==> src/common/tcad_pkg.sv <==
// Package: constants, types and timing for the Type-C attach detector
package tcad_pkg;

	// Line classification codes
	typedef enum logic [1:0] {
		LN_OPEN = 2'h0,
		LN_RA   = 2'h1,
		LN_RD   = 2'h2
	} tcad_line_t;

	// Port role
	typedef enum logic [1:0] {
		ROLE_SOURCE = 2'h0,
		ROLE_SINK   = 2'h1,
		ROLE_DRP    = 2'h2
	} tcad_role_t;

	// Pull-up current level
	typedef enum logic [1:0] {
		RP_DEFAULT = 2'h0,
		RP_MEDIUM  = 2'h1,
		RP_HIGH    = 2'h2
	} tcad_rp_t;

	// Connection state
	typedef enum logic [3:0] {
		ST_NONE       = 4'h0,
		ST_SINK_A     = 4'h1,
		ST_SINK_B     = 4'h2,
		ST_CABLE_A    = 4'h3,
		ST_CABLE_B    = 4'h4,
		ST_CBL_SINK_A = 4'h5,
		ST_CBL_SINK_B = 4'h6,
		ST_DEBUG_ACC  = 4'h7,
		ST_AUDIO_ACC  = 4'h8,
		ST_SNK_ATT    = 4'h9
	} tcad_state_t;

	// Comparator results for one line, per pull-up level
	typedef struct packed {
		logic below_ra;    // Voltage under the Ra/Rd boundary
		logic below_open;  // Voltage under the default-level open threshold
		logic above_disc;  // Above disconnect threshold for active level
		logic adv_medium;  // Sink view: at least medium advertisement
		logic adv_high;    // Sink view: high advertisement
	} tcad_cmp_t;

	// Termination applied to one line
	typedef struct packed {
		logic     pullup_en;
		tcad_rp_t pullup_lvl;
		logic     pulldown_en;
	} tcad_term_t;

	// Timing
	localparam int CLK_MHZ           = 250;
	localparam int DEBOUNCE_US       = 150;
	localparam int DEBOUNCE_CYC      = DEBOUNCE_US * CLK_MHZ;
	localparam int DRP_HALF_US       = 35000;
	localparam int DRP_HALF_CYC      = DRP_HALF_US * CLK_MHZ;
	localparam int FSD_NS            = 8;
	localparam int FSD_CYC           = (FSD_NS * CLK_MHZ) / 1000;

endpackage : tcad_pkg

==> src/tcad_attach_detect.sv <==
// Module: Type-C configuration line attach, orientation and protection logic
// What this block does
// Source, both open: watch both lines, VBUS and VCONN off.
// Source, line A Rd, B open: VBUS on, no VCONN, watch A.
// Source, line B Rd, A open: VBUS on, no VCONN, watch B.
// Source, A Ra, B open: cable only, watch both, power off.
// Source, B Ra, A open: cable only, watch both, power off.
// Source, A Ra, B Rd: VBUS on, VCONN on A, watch B.
// Source, A Rd, B Ra: VBUS on, VCONN on B, watch A.
// Both Rd reports debug, both Ra audio; either line detaches.
// Default pull-up until VBUS switch closes; then firmware level.
// Disconnect when monitored line stays above threshold for debounce.
// Ra pulldown classifies as active cable VCONN input, not Rd.
// Sink: pulldowns on both, attach on VBUS, decode advertisement.
// Dual role: alternate lines between pulldown and pull-up.
// Dead battery presents Rd; removed once VBUS power unneeded.
// Overvoltage or reverse current opens cable switch, stops transmitter.
// Comparator outputs encode each line as open, Ra or Rd.
module tcad_attach_detect
	import tcad_pkg::*;
#(
	parameter int DEBOUNCE_CYCLES = DEBOUNCE_CYC,
	parameter int DRP_HALF_CYCLES = DRP_HALF_CYC
) (
	input  wire logic       MCLK,
	input  wire logic       RESETN,
	input  wire tcad_role_t ROLE,
	input  wire tcad_rp_t   RP_LEVEL_REQ,
	input  wire logic       DEAD_BATTERY,
	input  wire logic       VBUS_PRESENT,
	input  wire logic       VBUS_SWITCH_CLOSED,
	input  wire logic       LINE_OVERVOLTAGE,
	input  wire logic       SUPPLY_REVERSE_CURRENT,
	input  wire tcad_cmp_t  CMP_LINE_A,
	input  wire tcad_cmp_t  CMP_LINE_B,
	output tcad_term_t      TERM_LINE_A,
	output tcad_term_t      TERM_LINE_B,
	output tcad_state_t     CONN_STATE,
	output logic            VBUS_EN,
	output logic            VCONN_A_EN,
	output logic            VCONN_B_EN,
	output logic            WATCH_A,
	output logic            WATCH_B,
	output logic            FLIPPED,
	output tcad_rp_t        ADV_CURRENT,
	output logic            CABLE_SWITCH_EN,
	output logic            PD_TX_DISABLE,
	output logic            FAULT
);

	if (DEBOUNCE_CYCLES < 1 || DRP_HALF_CYCLES < 1) begin : g_bad_timing
		$error("Timing counts must be at least one cycle");
	end

	// Line classification
	function automatic tcad_line_t classify(input tcad_cmp_t c);
		tcad_line_t r;
		r = LN_OPEN;
		if (c.below_ra)
			r = LN_RA;
		else if (c.below_open)
			r = LN_RD;
		return r;
	endfunction : classify

	tcad_line_t  line_a;
	tcad_line_t  line_b;
	tcad_line_t  cls_a_q, cls_a_d;
	tcad_line_t  cls_b_q, cls_b_d;
	tcad_state_t st_q, st_d;
	logic [31:0] deb_q, deb_d;
	logic [31:0] drp_cnt_q, drp_cnt_d;
	logic        drp_src_q, drp_src_d;
	logic        fault_q, fault_d;
	logic        vbus_q, vbus_d;
	logic        vca_q, vca_d, vcb_q, vcb_d;
	logic        cable_q, cable_d;
	logic        wa_q, wa_d, wb_q, wb_d;
	logic        flip_q, flip_d;
	tcad_rp_t    rp_q, rp_d;
	tcad_rp_t    adv_q, adv_d;
	tcad_term_t  ta_q, ta_d, tb_q, tb_d;
	logic        as_source;
	logic        disc;

	assign line_a = classify(CMP_LINE_A);
	assign line_b = classify(CMP_LINE_B);
	assign as_source = (ROLE == ROLE_SOURCE) ||
		(ROLE == ROLE_DRP && drp_src_q && st_q == ST_NONE) ||
		(ROLE == ROLE_DRP && st_q != ST_NONE && st_q != ST_SNK_ATT);

	// Disconnect on a watched line; cable-only states use the Ra line only
	assign disc = (st_q == ST_CABLE_A) ? CMP_LINE_A.above_disc :
		(st_q == ST_CABLE_B) ? CMP_LINE_B.above_disc :
		((wa_q && CMP_LINE_A.above_disc) ||
		(wb_q && CMP_LINE_B.above_disc));

	always_comb begin
		cls_a_d   = line_a;
		cls_b_d   = line_b;
		st_d      = st_q;
		deb_d     = '0;
		drp_cnt_d = drp_cnt_q;
		drp_src_d = drp_src_q;
		fault_d   = fault_q | LINE_OVERVOLTAGE | SUPPLY_REVERSE_CURRENT;
		rp_d      = rp_q;
		adv_d     = adv_q;
		// Dual-role toggling while nothing attached
		if (ROLE == ROLE_DRP && st_q == ST_NONE && !DEAD_BATTERY) begin
			if (drp_cnt_q >= DRP_HALF_CYCLES - 1) begin
				drp_cnt_d = '0;
				drp_src_d = ~drp_src_q;
			end else
				drp_cnt_d = drp_cnt_q + 32'h1;
		end else
			drp_cnt_d = '0;
		if (st_q == ST_NONE) begin
			if (as_source && !DEAD_BATTERY) begin
				case ({cls_a_q, cls_b_q})
				{LN_RD, LN_OPEN}: st_d = ST_SINK_A;
				{LN_OPEN, LN_RD}: st_d = ST_SINK_B;
				{LN_RA, LN_OPEN}: st_d = ST_CABLE_A;
				{LN_OPEN, LN_RA}: st_d = ST_CABLE_B;
				{LN_RA, LN_RD}:   st_d = ST_CBL_SINK_A;
				{LN_RD, LN_RA}:   st_d = ST_CBL_SINK_B;
				{LN_RD, LN_RD}:   st_d = ST_DEBUG_ACC;
				{LN_RA, LN_RA}:   st_d = ST_AUDIO_ACC;
				default:          st_d = ST_NONE;
				endcase
			end else if (VBUS_PRESENT)
				st_d = ST_SNK_ATT;
		end else if (st_q == ST_SNK_ATT) begin
			if (!VBUS_PRESENT)
				st_d = ST_NONE;
			if (CMP_LINE_A.adv_high || CMP_LINE_B.adv_high)
				adv_d = RP_HIGH;
			else if (CMP_LINE_A.adv_medium || CMP_LINE_B.adv_medium)
				adv_d = RP_MEDIUM;
			else
				adv_d = RP_DEFAULT;
		end else if (st_q == ST_CABLE_A && cls_b_q == LN_RD) begin
			st_d = ST_CBL_SINK_A;
		end else if (st_q == ST_CABLE_B && cls_a_q == LN_RD) begin
			st_d = ST_CBL_SINK_B;
		end else if (disc) begin
			if (deb_q >= DEBOUNCE_CYCLES - 1)
				st_d = ST_NONE;
			else
				deb_d = deb_q + 32'h1;
		end
		if (st_d == ST_NONE || st_d == ST_SNK_ATT)
			rp_d = RP_DEFAULT;
		else if (VBUS_SWITCH_CLOSED)
			rp_d = RP_LEVEL_REQ;
		else
			rp_d = RP_DEFAULT;
		if (st_d != ST_SNK_ATT)
			adv_d = RP_DEFAULT;
	end

	// Power, watch and termination outputs from next state
	always_comb begin
		vbus_d = 1'b0;
		vca_d  = 1'b0;
		vcb_d  = 1'b0;
		wa_d   = 1'b1;
		wb_d   = 1'b1;
		flip_d = 1'b0;
		case (st_d)
		ST_SINK_A:     wb_d = 1'b0;
		ST_SINK_B: begin
			wa_d = 1'b0;
			flip_d = 1'b1;
		end
		ST_CBL_SINK_A: begin
			wa_d = 1'b0;
			vca_d = 1'b1;
			flip_d = 1'b1;
		end
		ST_CBL_SINK_B: begin
			wb_d = 1'b0;
			vcb_d = 1'b1;
		end
		ST_CABLE_B:    flip_d = 1'b1;
		ST_SNK_ATT:    flip_d = CMP_LINE_B.below_open;
		default:       flip_d = 1'b0;
		endcase
		vbus_d = (st_d == ST_SINK_A || st_d == ST_SINK_B ||
			st_d == ST_CBL_SINK_A || st_d == ST_CBL_SINK_B ||
			st_d == ST_DEBUG_ACC || st_d == ST_AUDIO_ACC) &&
			!fault_d;
		if (fault_d) begin
			vca_d = 1'b0;
			vcb_d = 1'b0;
		end
		cable_d = vca_d | vcb_d;
		ta_d.pullup_lvl = rp_d;
		tb_d.pullup_lvl = rp_d;
		if (DEAD_BATTERY || ROLE == ROLE_SINK || st_d == ST_SNK_ATT ||
			(ROLE == ROLE_DRP && st_d == ST_NONE && !drp_src_d)) begin
			ta_d.pullup_en   = 1'b0;
			ta_d.pulldown_en = 1'b1;
		end else begin
			ta_d.pullup_en   = 1'b1;
			ta_d.pulldown_en = 1'b0;
		end
		tb_d.pullup_en   = ta_d.pullup_en;
		tb_d.pulldown_en = ta_d.pulldown_en;
	end

	always_ff @(posedge MCLK or negedge RESETN) begin
		if (!RESETN) begin
			cls_a_q   <= LN_OPEN;
			cls_b_q   <= LN_OPEN;
			st_q      <= ST_NONE;
			deb_q     <= '0;
			drp_cnt_q <= '0;
			drp_src_q <= 1'b1;
			fault_q   <= 1'b0;
			rp_q      <= RP_DEFAULT;
			adv_q     <= RP_DEFAULT;
			vbus_q    <= 1'b0;
			vca_q     <= 1'b0;
			vcb_q     <= 1'b0;
			cable_q   <= 1'b0;
			wa_q      <= 1'b1;
			wb_q      <= 1'b1;
			flip_q    <= 1'b0;
			ta_q      <= '{1'b0, RP_DEFAULT, 1'b1};
			tb_q      <= '{1'b0, RP_DEFAULT, 1'b1};
		end else begin
			cls_a_q   <= cls_a_d;
			cls_b_q   <= cls_b_d;
			st_q      <= st_d;
			deb_q     <= deb_d;
			drp_cnt_q <= drp_cnt_d;
			drp_src_q <= drp_src_d;
			fault_q   <= fault_d;
			rp_q      <= rp_d;
			adv_q     <= adv_d;
			vbus_q    <= vbus_d;
			vca_q     <= vca_d;
			vcb_q     <= vcb_d;
			cable_q   <= cable_d;
			wa_q      <= wa_d;
			wb_q      <= wb_d;
			flip_q    <= flip_d;
			ta_q      <= ta_d;
			tb_q      <= tb_d;
		end
	end

	assign TERM_LINE_A     = ta_q;
	assign TERM_LINE_B     = tb_q;
	assign CONN_STATE      = st_q;
	assign VBUS_EN         = vbus_q;
	assign VCONN_A_EN      = vca_q;
	assign VCONN_B_EN      = vcb_q;
	assign WATCH_A         = wa_q;
	assign WATCH_B         = wb_q;
	assign FLIPPED         = flip_q;
	assign ADV_CURRENT     = adv_q;
	assign CABLE_SWITCH_EN = cable_q;
	assign PD_TX_DISABLE   = fault_q;
	assign FAULT           = fault_q;

endmodule : tcad_attach_detect

==> config.mk <==
export PLATFORM = sky130hd
export DESIGN_NAME = tcad_attach_detect
export DESIGN_NICKNAME = d
export VERILOG_FILES = /design/src/common/tcad_pkg.sv /design/src/tcad_attach_detect.sv
export SDC_FILE = /design/constraint.sdc
export NUM_CORES = 1
export LEC_CHECK = 0
export BUFFER_PORTS_ARGS = -buffer_cell sky130_fd_sc_hd__buf_2
export CAP_MARGIN = 25
export CORE_ASPECT_RATIO = 2
export CORE_MARGIN = 2
export CORE_UTILIZATION = 41
export DETAILED_ROUTE_END_ITERATION = 6
export PLACE_DENSITY_LB_ADDON = 0.2
export RECOVER_POWER = 25
export SLEW_MARGIN = 20
export SYNTH_ARGS = -nofsm -noshare
export SYNTH_HDL_FRONTEND = slang
export SYNTH_SLANG_ARGS = --single-unit
==> constraint.sdc <==
create_clock -name MCLK -period 2.89 [get_ports MCLK]
set_input_delay 0.578 -clock MCLK [delete_from_list [all_inputs] [get_ports MCLK]]
set_output_delay 0.578 -clock MCLK [all_outputs]
set_load 0.02 [all_outputs]
==> run metrics, run 1 <==
top cells by area, synth=dfrtp_1 52%, nor2_1 5.3%, xnor2_1 3.9%; final core utilization=between 40% and 50%; startpoint types=flip-flop; commonest cells in the netlist=83 x dfrtp_1, 57 x nor2_1, 25 x nand2_1, 18 x xnor2_1; worst vdd ir=0.383 mV; final setup violation count=0; Total Neg Setup Slack=0 ns; number of flops mapped to enable cells by yosys=0; Synth async-reset ratio=100%; area occupied by multi-input gates=about 0.0018 sq mm; CP peak stage delay=approximately 0.55 ns; Top delay family on crit path=simple AND/OR/NAND/NOR gates; dpl cells=roughly 560; RSZ-0062 raised after global routing=false; crit path max fanout=13; DRT Wirelength=approximately 8100 um; clk root buf=clkbuf_16; largest net degree at the start of global routing=between 40 and 50; Vias=roughly 2800; Post-CTS Hold Buffers=0; max-slew violations=0; PwrDens=667 mW/mm^2; Total Routing Usage GR=around 17%; vias in the first global route=2900; Layout area overhead=18.1%; Hold Path Depth=1; Fmax=a little under 400 MHz; Fin. Hold Viols=0; DR WL/cell=~14 um; CTS Buffer Depth=2; post-synth top area share=51.7%; fin cells=573; WS Path Type=flip-flop to flip-flop; Post-DP HPWL=6030 um; mux cell area share after synthesis=less than 1%; Starting Density=41.7%; syn_area_per_cell=around 11 sq um; WP data arrival=roughly 2.8 ns; #FFs+latches synth=87; post-synthesis adder-cell area fraction=under 10%; minimum clock period=between 2 and 3 ns; Synth warnings=0; Crit Reg-Reg Endpoint=TERM_LINE_B[3]$_DFF_PN0_; Die Wd=approximately 74 um; CP max stage cell=dfrtp_1; # IOs=between 40 and 50; Bufs and invs on worst path=0; min-delay src=CMP_LINE_A[4]; post-synthesis instance area=roughly 0.004 sq mm; # DRC=0; routability congestion estimate=0.806; Setup Fix Bufs, Post-CTS=0; number of cells on the worst reg-to-reg path=7; Fill cells=905; Worst-Skew Late Latency=roughly 0.34 ns; CP Capture Type=flip-flop; maxcap violations=0; outcome=finished, final reports clean; most numerous cell in the Yosys netlist=dfrtp_1; Post-Synthesis Cells=roughly 370; core region area=0.00964 sq mm; compound-gate portion of the synthesized area=between 10% and 20%; ANT nets after route=0; Std-Cell Rows=51; count of input and output buffers=43; die area=~0.011 sq mm; reg2reg setup slack=~0.33 ns; Rel. slew slack=22.7%; leakage power=2.07 nW; crit share post-route=88.7%; post-CTS sizing=0; Via density=~4.9; Worst Path Required=approximately 3.1 ns; TritonCTS clock tree=yes; simple-gate share of the synthesized area=20.9%; share of layout cells above drive strength 1=20.9%; nets=between 400 and 500; initial detailed-routing violation count=approximately 180; first-pass GRT wire length=13800 um; Seq/Total Area, Yosys=a little over half; Worst Hold Path EP=cls_a_q[0]$_DFF_PN0_; Worst-Margin Slew=roughly 1.2 ns; H-tree depth=3; register area=approximately 0.0022 sq mm; Hold Crit Class=input port to flip-flop; largest family of logic cells by synthesized area=simple AND/OR/NAND/NOR gates; distinct cell type count after synthesis=63; worst r2r src=CONN_STATE[0]$_DFF_PN0_; Die H=144 um; final clock skew=about 0.0086 ns; TritonCTS Buffers=9; Clock Sinks=87; Clock transition at path regs=roughly 0.06 ns; Post-Synth XOR/XNOR Area=approximately 7.6%; antenna violations before repair=0; ANT cells=0; leading area contributor after synthesis=dfrtp_1; worst-path cell chain=nor4b_4 > o211ai_2 > a221oi_1 > a21oi_2 > nor2_2 > nand3_1 > o211a_1; most used flip-flop cell after synthesis=dfrtp_1; total grt overflow=0; DR pass1 iterations=4
==> per-layer routing <==
layer	GRT usage (%)	routed length (um)	up-vias
met3	3.83	228	11
met1	19.2	3160	1379
met4	7.08	187	0
li1	-	-	1404
met5	0	0	-
met2	30.2	4490	29
==> cell families (layout without fill, tap and decap cells) <==
kind of cell / after synthesis / after routing
compound gates: 54 / 54
flops: 87 / 87
mux: 2 / 2
simple gates: 156 / 156
fa+ha+maj: 5 / 5
xor+xnor: 35 / 35
buf+inv: 31 / 78
other cells: 1 / 24
==> sequential cells by signal, summed over array words and instances, names as in the netlist <==
register and count:
drp_src_q 1, deb_q 32, FAULT 1, FLIPPED 1
TERM_LINE_B 4, WATCH_B 1, CONN_STATE 4, drp_cnt_q 32
VCONN_B_EN 1, VBUS_EN 1, cls_b_q 2, WATCH_A 1
ADV_CURRENT 2, CABLE_SWITCH_EN 1, VCONN_A_EN 1, cls_a_q 2
==> cell usage in the layout, fill, tap and decap left out, types with 2 or more instances in the layout <==
cell type	n
a21oi_1	8
a21oi_2	4
a41oi_1	3
and2_1	2
and3_1	8
and4_1	3
and4bb_2	3
buf_2	42
buf_4	3
clkbuf_16	9
clkinv_2	2
clkinv_4	2
conb_1	24
dfrtp_1	83
dfstp_2	4
ha_1	5
inv_1	13
inv_2	2
mux2i_1	2
nand2_1	25
nand3_1	17
nand3b_1	3
nand4_1	7
nand4bb_1	2
nor2_1	57
nor3_1	7
nor4_1	5
o2111ai_1	3
o211a_1	2
o211ai_1	5
o21ai_0	10
o311a_1	2
or3_1	4
or4_4	2
xnor2_1	18
xor2_1	17
==> report_power, final <==
group / total [W] / internal [W] / switching, W
clock network: 0.00117 / 0.000699 / 0.000475
logic: 0.000593 / 0.000218 / 0.000376
registers: 0.00140 / 0.00130 / 0.0000927
==> worst max-delay path by stage <==
stage | startpoint | end | slack [ns] | depth (start not counted)
after floorplan | CONN_STATE[0]$_DFF_PN0_ | TERM_LINE_B[3]$_DFF_PN0_ | 0.55 | 9
after global placement | cls_b_q[0]$_DFF_PN0_ | TERM_LINE_B[3]$_DFF_PN0_ | 0.33 | 10
after detailed placement | cls_b_q[0]$_DFF_PN0_ | TERM_LINE_B[3]$_DFF_PN0_ | 0.27 | 10
after CTS | cls_b_q[0]$_DFF_PN0_ | TERM_LINE_B[3]$_DFF_PN0_ | 0.26 | 10
after global routing | cls_b_q[0]$_DFF_PN0_ | TERM_LINE_B[3]$_DFF_PN0_ | 0.1 | 10
final | CONN_STATE[0]$_DFF_PN0_ | TERM_LINE_B[3]$_DFF_PN0_ | 0.33 | 7
==> final cells by class <==
type	instances	area share [%]
Clock buffer	10	5.04
Timing Repair Buffer	47	5.43
Inverter	15	1.19
Clock inverter	6	1.45
Multi-Input combinational cell	276	37.4
Tap cell	132	3.48
Sequential cell	87	46.0
==> stage by stage <==
step | area (sq um) | worst slack, ns | total power (W) | hold WS [ns]
final | 4740 | 0.328 | 0.00316 | 0.363
after global routing | 4740 | 0.0998 | 0.00334 | 0.351
after CTS | 4750 | 0.264 | 0.00321 | 0.267
after detailed placement | 4440 | 0.269 | 0.00202 | 0.452
after global placement | 4440 | 0.328 | 0.00201 | 0.434
after floorplan | 4100 | 0.554 | 0.00186 | 0.282
Note: power is estimated with default switching activity, not from simulation.
==> run 2, diff against run 1 <==
--- a/config.mk
+++ b/config.mk
@@ -5,11 +5,14 @@
 export SDC_FILE = /design/constraint.sdc
 export NUM_CORES = 1
 export LEC_CHECK = 0
+export ABC_AREA = 1
 export BUFFER_PORTS_ARGS = -buffer_cell sky130_fd_sc_hd__buf_2
 export CAP_MARGIN = 25
+export CELL_PAD_IN_SITES_DETAIL_PLACEMENT = 0
+export CELL_PAD_IN_SITES_GLOBAL_PLACEMENT = 2
 export CORE_ASPECT_RATIO = 2
 export CORE_MARGIN = 2
-export CORE_UTILIZATION = 41
+export CORE_UTILIZATION = 35
 export DETAILED_ROUTE_END_ITERATION = 6
 export PLACE_DENSITY_LB_ADDON = 0.2
 export RECOVER_POWER = 25
==> run 2 against run 1 <==
Compared with the run above:
- die area rose by 18%
- first-iteration DRC count is 34% lower
- area after synthesis rose by 1.8%
==> run metrics, run 2 <==
final setup violation count=0 (unchanged); Die Wd=80.4 um (+8.7%); pre-CTS setup slack=0.659 ns (+0.389 ns); number of flops mapped to enable cells by yosys=0 (unchanged); most used flip-flop cell after synthesis=dfrtp_1; leading area contributor after synthesis=dfrtp_1; Worst-Skew Late Latency=0.34 ns (about the same); DRT Wirelength=9190 um (+14%); Clock power frac=33.8% (-3.3 points); routability congestion estimate=0.813 (+0.89%); CTS Buffer Depth=2 (unchanged); Post-CTS Hold Buffers=0 (unchanged); # DRC=0 (unchanged); Post-DP HPWL=7220 um (+20%); Sw Share=34.7% (+4.9 points); Crit Reg-Reg Endpoint=TERM_LINE_B[3]$_DFF_PN0_; commonest cells in the netlist=98 x nand2_1, 89 x nor2_1, 83 x dfrtp_1, 62 x inv_1; PwrDens=683 mW/mm^2 (+2.3%); CP peak stage delay=0.46 ns (-0.09 ns); CP dominant cell by count=nand3_2; antenna violations before repair=0 (unchanged); sw power=0.00114 W (+21%); Total Neg Setup Slack=0 ns (unchanged); DR WL/cell=13.1 um (-7.3%); syn_area_per_cell=8.41 sq um (-22%); CP max stage cell=dfrtp_1; Hold Path Depth=1 (unchanged); Hold Crit Class=input port to flip-flop; Std-Cell Rows=55 (+7.8%); worst vdd ir=0.477 mV (+24%); distinct cell type count after synthesis=40 (-37%); max-slew violations=0 (unchanged); Worst Path Required=3.13 ns (about the same); Worst-Margin Slew=1.16 ns (-0.0000491 ns); post-synth top area share=50.8% (-0.90 points); Bufs and invs on worst path=1 (+1); # IOs=44 (unchanged); clk root buf=clkbuf_16; Total Routing Usage GR=15.9% (-1.2 points); commonest non-fill, non-tap cells in the layout=98 x nand2_1, 89 x nor2_1, 83 x dfrtp_1; worst r2r src=CONN_STATE[1]$_DFF_PN0_; Worst Hold Path EP=cls_a_q[0]$_DFF_PN0_; post-synthesis instance area=0.00409 sq mm (+1.8%); crit share post-route=76.4% (-12 points); Die H=157 um (+8.9%); crit path max fanout=6 (-7); biggest regs=deb_q: 32 flops, drp_cnt_q: 32 flops; die area=0.0126 sq mm (+18%); Clock Sinks=87 (unchanged); min-delay src=CMP_LINE_A[4]; reg2reg setup slack=0.68 ns (+0.35 ns); first-pass GRT wire length=15100 um (+9.6%); Setup WS post-layout=0.682 ns (+0.354 ns); hold slack=0.352 ns (-0.0111 ns); Via density=4.68 (-5.1%); post-CTS sizing=0 (unchanged); Placed Area=0.00455 sq mm (+2.5%); design area=0.00483 sq mm (+1.8%); outcome=finished, final reports clean; ANT nets after route=0 (unchanged); Vias=3292 (+17%); leakage power=2.27 nW (+9.4%); largest net degree at the start of global routing=45 (-6.3%); #FFs+latches synth=87 (unchanged); Post-Synthesis Cells=486 (+31%); ANT cells=0 (unchanged); Top delay family on crit path=simple AND/OR/NAND/NOR gates; total power=0.00330 W (+4.2%); count of input and output buffers=43 (unchanged); H-tree depth=3 (unchanged); worst-path cell chain=inv_1 > nand4_1 > nand2_1 > nand3_2 > nand2_2 > nand2_1 > nand3_1 > nand3_2 > nor2_1 > nand3_2 > nor2_2 > nor2_1; Fin. Hold Viols=0 (unchanged); startpoint types=flip-flop; Fmax=453 MHz (+16%); minimum clock period=2.21 ns (-0.354 ns); Seq/Total Area, Yosys=53.4% (-0.95 points); maxcap violations=0 (unchanged); number of cells on the worst reg-to-reg path=12 (+5); most numerous cell in the Yosys netlist=nand2_1; initial detailed-routing violation count=119 (-34%); nets=583 (+26%); top cells by area, synth=dfrtp_1 51%, nand2_1 9.0%, nor2_1 8.2%; Synth async-reset ratio=100% (unchanged); Clock transition at path regs=0.07 ns (about the same); Synth warnings=0 (unchanged); Layout area overhead=18.1% (about the same); final clock skew=0.00891 ns (+0.000271 ns); cell internal pwr=0.00215 W (-3.0%); DR pass1 iterations=4 (unchanged); Starting Density=36.0% (-5.7 points); share of layout cells above drive strength 1=16.7% (-4.1 points); TritonCTS Buffers=9 (unchanged); most common cell after layout, fill and taps aside=nand2_1; vias in the first global route=3376 (+16%); core region area=0.0114 sq mm (+18%); total grt overflow=0 (unchanged); RSZ-0062 raised after global routing=false; TritonCTS clock tree=yes; Comb power frac=24.3% (+5.5 points); Rel. slew slack=22.7% (about the same); WP data arrival=2.44 ns (-0.35 ns); CP Capture Type=flip-flop; sequential share of power=41.9% (-2.2 points); Setup Fix Bufs, Post-CTS=0 (unchanged); WS Path Type=flip-flop to flip-flop
[run 2: changes by cell type in the layout (fill, tap and decap cells not counted), moves of 10 or more]
cell and change:
xor2_1 -12, nor3_1 +10, inv_1 +49, nand2_1 +73
xnor2_1 -14, nor2_1 +32
[run 2: power groups by stage]
stage | combinational (W) | sequential [W] | clock, W
final | 0.000801 | 0.00138 | 0.00112
after global routing | 0.000907 | 0.00139 | 0.00120
after CTS | 0.000825 | 0.00138 | 0.00116
after detailed placement | 0.000824 | 0.00140 | 0
after global placement | 0.000821 | 0.00140 | 0
after floorplan | 0.000518 | 0.00146 | 0
[run 2: logic make-up after synthesis]
logic type	share of synthesized area, %
AO/OA/AOI/OAI	6.27
XOR/XNOR	1.93
other	0.0917
flip-flops	53.4
adder cells (fa/ha/maj)	1.53
buffers and inverters	7.28
AND/OR/NAND/NOR	29.5
[run 2: routing by layer]
layer	routed length [um]	track usage, %	vias up
li1	-	-	1657
met1	3290	15.0	1569
met2	5400	31.4	51
met3	248	2.94	15
met4	250	7.43	0
met5	0	0	-
[run 2: area by class of cell]
class                           instances  area (sq um)
Tap cell                              142           178
Timing Repair Buffer                   45           241
Fill cell                            1183          6520
Inverter                               66           248
Clock inverter                          7          61.3
Clock buffer                            9           225
Sequential cell                        87          2180
Multi-Input combinational cell        348          1700
[run 2: worst max path at each step]
| stage | cells after the start | startpoint | slack, ns | to |
|---|---|---|---|---|
| after floorplan | 14 | CONN_STATE[3]$_DFF_PN0_ | 1.08 | TERM_LINE_B[1]$_DFF_PN0_ |
| after global placement | 12 | CONN_STATE[1]$_DFF_PN0_ | 0.60 | TERM_LINE_B[3]$_DFF_PN0_ |
| after detailed placement | 12 | CONN_STATE[1]$_DFF_PN0_ | 0.66 | TERM_LINE_B[3]$_DFF_PN0_ |
| after CTS | 12 | CONN_STATE[1]$_DFF_PN0_ | 0.64 | TERM_LINE_B[3]$_DFF_PN0_ |
| after global routing | 12 | CONN_STATE[0]$_DFF_PN0_ | 0.50 | TERM_LINE_B[3]$_DFF_PN0_ |
| final | 12 | CONN_STATE[1]$_DFF_PN0_ | 0.68 | TERM_LINE_B[3]$_DFF_PN0_ |
[run 2: stage by stage]
step	std cells	util [%]
final	704	42.5
after global routing	704	42.5
after CTS	704	42.6
after detailed placement	688	40.1
after global placement	688	40.1
after floorplan	509	-
[run 2: worst register-to-register path: stages, from the launching register on]
cell	delay, ns
dfrtp_1	0.46
inv_1	0.11
nand4_1	0.23
nand2_1	0.24
nand3_2	0.11
nand2_2	0.11
nand2_1	0.07
nand3_1	0.09
nand3_2	0.11
nor2_1	0.25
nand3_2	0.15
nor2_2	0.13
nor2_1	0.06
==> run 3, diff against run 2 <==
--- a/config.mk
+++ b/config.mk
@@ -5,14 +5,14 @@
 export SDC_FILE = /design/constraint.sdc
 export NUM_CORES = 1
 export LEC_CHECK = 0
-export ABC_AREA = 1
+export ABC_AREA = 0
 export BUFFER_PORTS_ARGS = -buffer_cell sky130_fd_sc_hd__buf_2
 export CAP_MARGIN = 25
 export CELL_PAD_IN_SITES_DETAIL_PLACEMENT = 0
 export CELL_PAD_IN_SITES_GLOBAL_PLACEMENT = 2
 export CORE_ASPECT_RATIO = 2
 export CORE_MARGIN = 2
-export CORE_UTILIZATION = 35
+export CORE_UTILIZATION = 34
 export DETAILED_ROUTE_END_ITERATION = 6
 export PLACE_DENSITY_LB_ADDON = 0.2
 export RECOVER_POWER = 25
==> constraint.sdc (replaced) <==
create_clock -name MCLK -period 1.9 [get_ports MCLK]
set_input_delay 0.38 -clock MCLK [delete_from_list [all_inputs] [get_ports MCLK]]
set_output_delay 0.38 -clock MCLK [all_outputs]
set_load 0.02 [all_outputs]
==> run 3 against run 2 <==
Compared with the run above:
- the flow now finishes with violations (setup timing)
- final cell count is 3.3% lower
- final area is 19% higher
- clock power is 51% higher
- critical path depth is 5 lower
- critical path type unchanged
==> run metrics, run 3 (synthesis gave the netlist of run 1 again) <==
initial detailed-routing violation count=91 (-24%); commonest non-fill, non-tap cells in the layout=87 x buf_4, 79 x dfrtp_1, 42 x buf_2; # IOs=44 (unchanged); Layout area overhead=42.8%; Crit Reg-Reg Endpoint=TERM_LINE_B[3]$_DFF_PN0_; Clock transition at path regs=0.06 ns (about the same); die area=0.0128 sq mm (+1.1%); share of layout cells above drive strength 1=44.2% (+27 points); Post-DP HPWL=7200 um (-0.21%); Clock Sinks=87 (unchanged); most common cell after layout, fill and taps aside=buf_4; WP data arrival=2.64 ns (+0.20 ns); Setup crit start=deb_q[19]$_DFF_PN0_; Post-CTS Hold Buffers=0 (unchanged); ANT nets after route=0 (unchanged); Fin. Hold Viols=0 (unchanged); reg2reg setup slack=-0.51 ns (-1.20 ns); Die Wd=80.9 um (+0.54%); Setup WS post-layout=-0.514 ns (-1.20 ns); maxcap violations=0 (unchanged); design area=0.00574 sq mm (+19%); ANT cells=0 (unchanged); Fmax=414 MHz (-8.5%); met3 Resource Use GR=3.19% (+0.25 points); TritonCTS Buffers=9 (unchanged); Worst Path Required=2.13 ns (-1.00 ns); min-delay src=CMP_LINE_A[4]; register area=0.00219 sq mm (+0.23%); DR WL/cell=14.3 um (+9.4%); WS Path Type=flip-flop to flip-flop; Worst-Margin Slew=1.08 ns (-0.0800 ns); max-slew violations=0 (unchanged); area occupied by multi-input gates=0.00200 sq mm (+18%); Total Routing Usage GR=16.6% (+0.73 points); first-pass GRT wire length=15900 um (+5.8%); Worst-Skew Late Latency=0.34 ns (about the same); antenna violations before repair=0 (unchanged); worst r2r src=deb_q[19]$_DFF_PN0_; largest net degree at the start of global routing=43 (-4.4%); biggest regs=deb_q: 32 flops, drp_cnt_q: 32 flops; # DRC=0 (unchanged); routability congestion estimate=0.844 (+3.9%); hold slack=0.158 ns (-0.195 ns); crit share post-route=127% (+51 points); failing checks=setup timing; DRT Wirelength=9730 um (+5.8%); leakage power=2.58 nW (+14%); core region area=0.0116 sq mm (+2.4%); number of cells on the worst reg-to-reg path=7 (-5); outcome=finished with violations; count of input and output buffers=43 (unchanged); Std-Cell Rows=56 (+1.8%); grt met2 use=31.5% (+0.094 points); CTS Buffer Depth=2 (unchanged); Placed Area=0.00506 sq mm (+11%); Starting Density=34.5% (-1.5 points); CP endpoint=TERM_LINE_B[3]$_DFF_PN0_; nets=557 (-4.5%); H-tree depth=3 (unchanged); GR Util met1=16.6% (+1.6 points); final clock skew=0.00736 ns (-0.00155 ns); CP Capture Type=flip-flop; Die H=158 um (+0.56%); Fill cells=1136 (-4.0%); Vias=3280 (-0.36%); RSZ-0062 raised after global routing=true; final setup violation count=33 (+33); vias in the first global route=3427 (+1.5%); Via density=4.82 (+3.0%); PwrDens=936 mW/mm^2 (+37%); worst-path cell chain=or4_4 > a211oi_4 > o211ai_4 > a21oi_2 > nor2_2 > or4_4 > o211a_1; CP max stage cell=or4_4; crit path max fanout=4 (-2); clk root buf=clkbuf_16; minimum clock period=2.41 ns (+0.206 ns); Rel. slew slack=28.1% (+5.3 points); DR pass1 iterations=4 (unchanged); total grt overflow=0 (unchanged); TritonCTS clock tree=yes; Hold Crit Class=input port to flip-flop; GRT busiest layer=met2; CP peak stage delay=0.54 ns (+0.08 ns); worst vdd ir=0.622 mV (+30%); CP dominant cell by count=or4_4; startpoint types=flip-flop
## run 3: cell types whose count changed in the layout (fill, tap and decap cells not counted), moves of 5 or more
| cell | before | now |
|---|---|---|
| a21oi_1 | 16 | 2 |
| xnor2_1 | 4 | 17 |
| inv_1 | 62 | 11 |
| nor3_1 | 17 | 4 |
| xor2_1 | 5 | 17 |
| nor2_2 | 4 | 13 |
| and3_1 | 1 | 6 |
| nor3b_1 | 5 | 0 |
| a21oi_2 | 4 | 9 |
| buf_4 | 1 | 87 |
| buf_6 | 0 | 10 |
| nor2_1 | 89 | 41 |
| nand2_1 | 98 | 22 |
## run 3: how the worst min path moves through the flow
stage / to / slack, ns / cells past startpoint
2_1_floorplan: ADV_CURRENT[0]$_DFFE_PN0P_ / 0.08 / 0
3_3_place_gp: drp_cnt_q[30]$_DFF_PN0_ / 0.41 / 1
3_5_place_dp: drp_cnt_q[24]$_DFF_PN0_ / 0.41 / 1
4_1_cts: drp_cnt_q[24]$_DFF_PN0_ / 0.04 / 1
5_1_grt: cls_b_q[0]$_DFF_PN0_ / 0.14 / 1
6_report: cls_a_q[0]$_DFF_PN0_ / 0.16 / 1
## run 3: per-layer routing
metal  vias to the layer above  part of all wire, %
met5                         -                    0
met4                         0                  3.2
met3                        19                  2.2
met2                        45                   59
met1                      1623                   36
li1                       1593                    -
## run 3: what timing repair did
item	in CTS	in global routing
setup buffers	3	10
pin swaps	15	15
setup endpoints to repair	57	56
gates resized for setup	22	51
gates cloned	3	0
## run 3: critical path, delay by kind of cell (launching register included)
family | cells | cell delay (ns)
DFF | 1 | 0.36
AOI/OAI and AO/OA | 4 | 0.81
and+or+nand+nor | 3 | 1.13
## run 3: layout make-up
| type | count | share of cell area (%) |
|---|---|---|
| sequential | 87 | 38.1 |
| multi-input combinational | 276 | 34.9 |
| clock buffer | 10 | 4.17 |
| tap | 145 | 3.16 |
| clock inverter | 6 | 0.894 |
| timing repair buffer | 142 | 17.7 |
| inverter | 15 | 0.982 |
## run 3: where the power goes
group          leakage, nW  internal, W  switching [W]  total (W)
combinational         1.33     0.000775       0.000801    0.00158
sequential            1.12      0.00199       0.000117    0.00210
clock                0.133     0.000937       0.000751    0.00169
## run 3: through the flow
step	setup WS, ns	total power [W]	TNS, ns	utilization (%)	cells
after floorplan	-0.399	0.00286	-3.47	-	394
after global placement	-0.535	0.00332	-9.68	43.5	650
after detailed placement	-0.496	0.00333	-10.44	43.5	650
after CTS	-0.514	0.00511	-5.96	47.0	671
after global routing	-0.581	0.00565	-8.68	49.3	681
final	-0.514	0.00537	-5.85	49.3	681
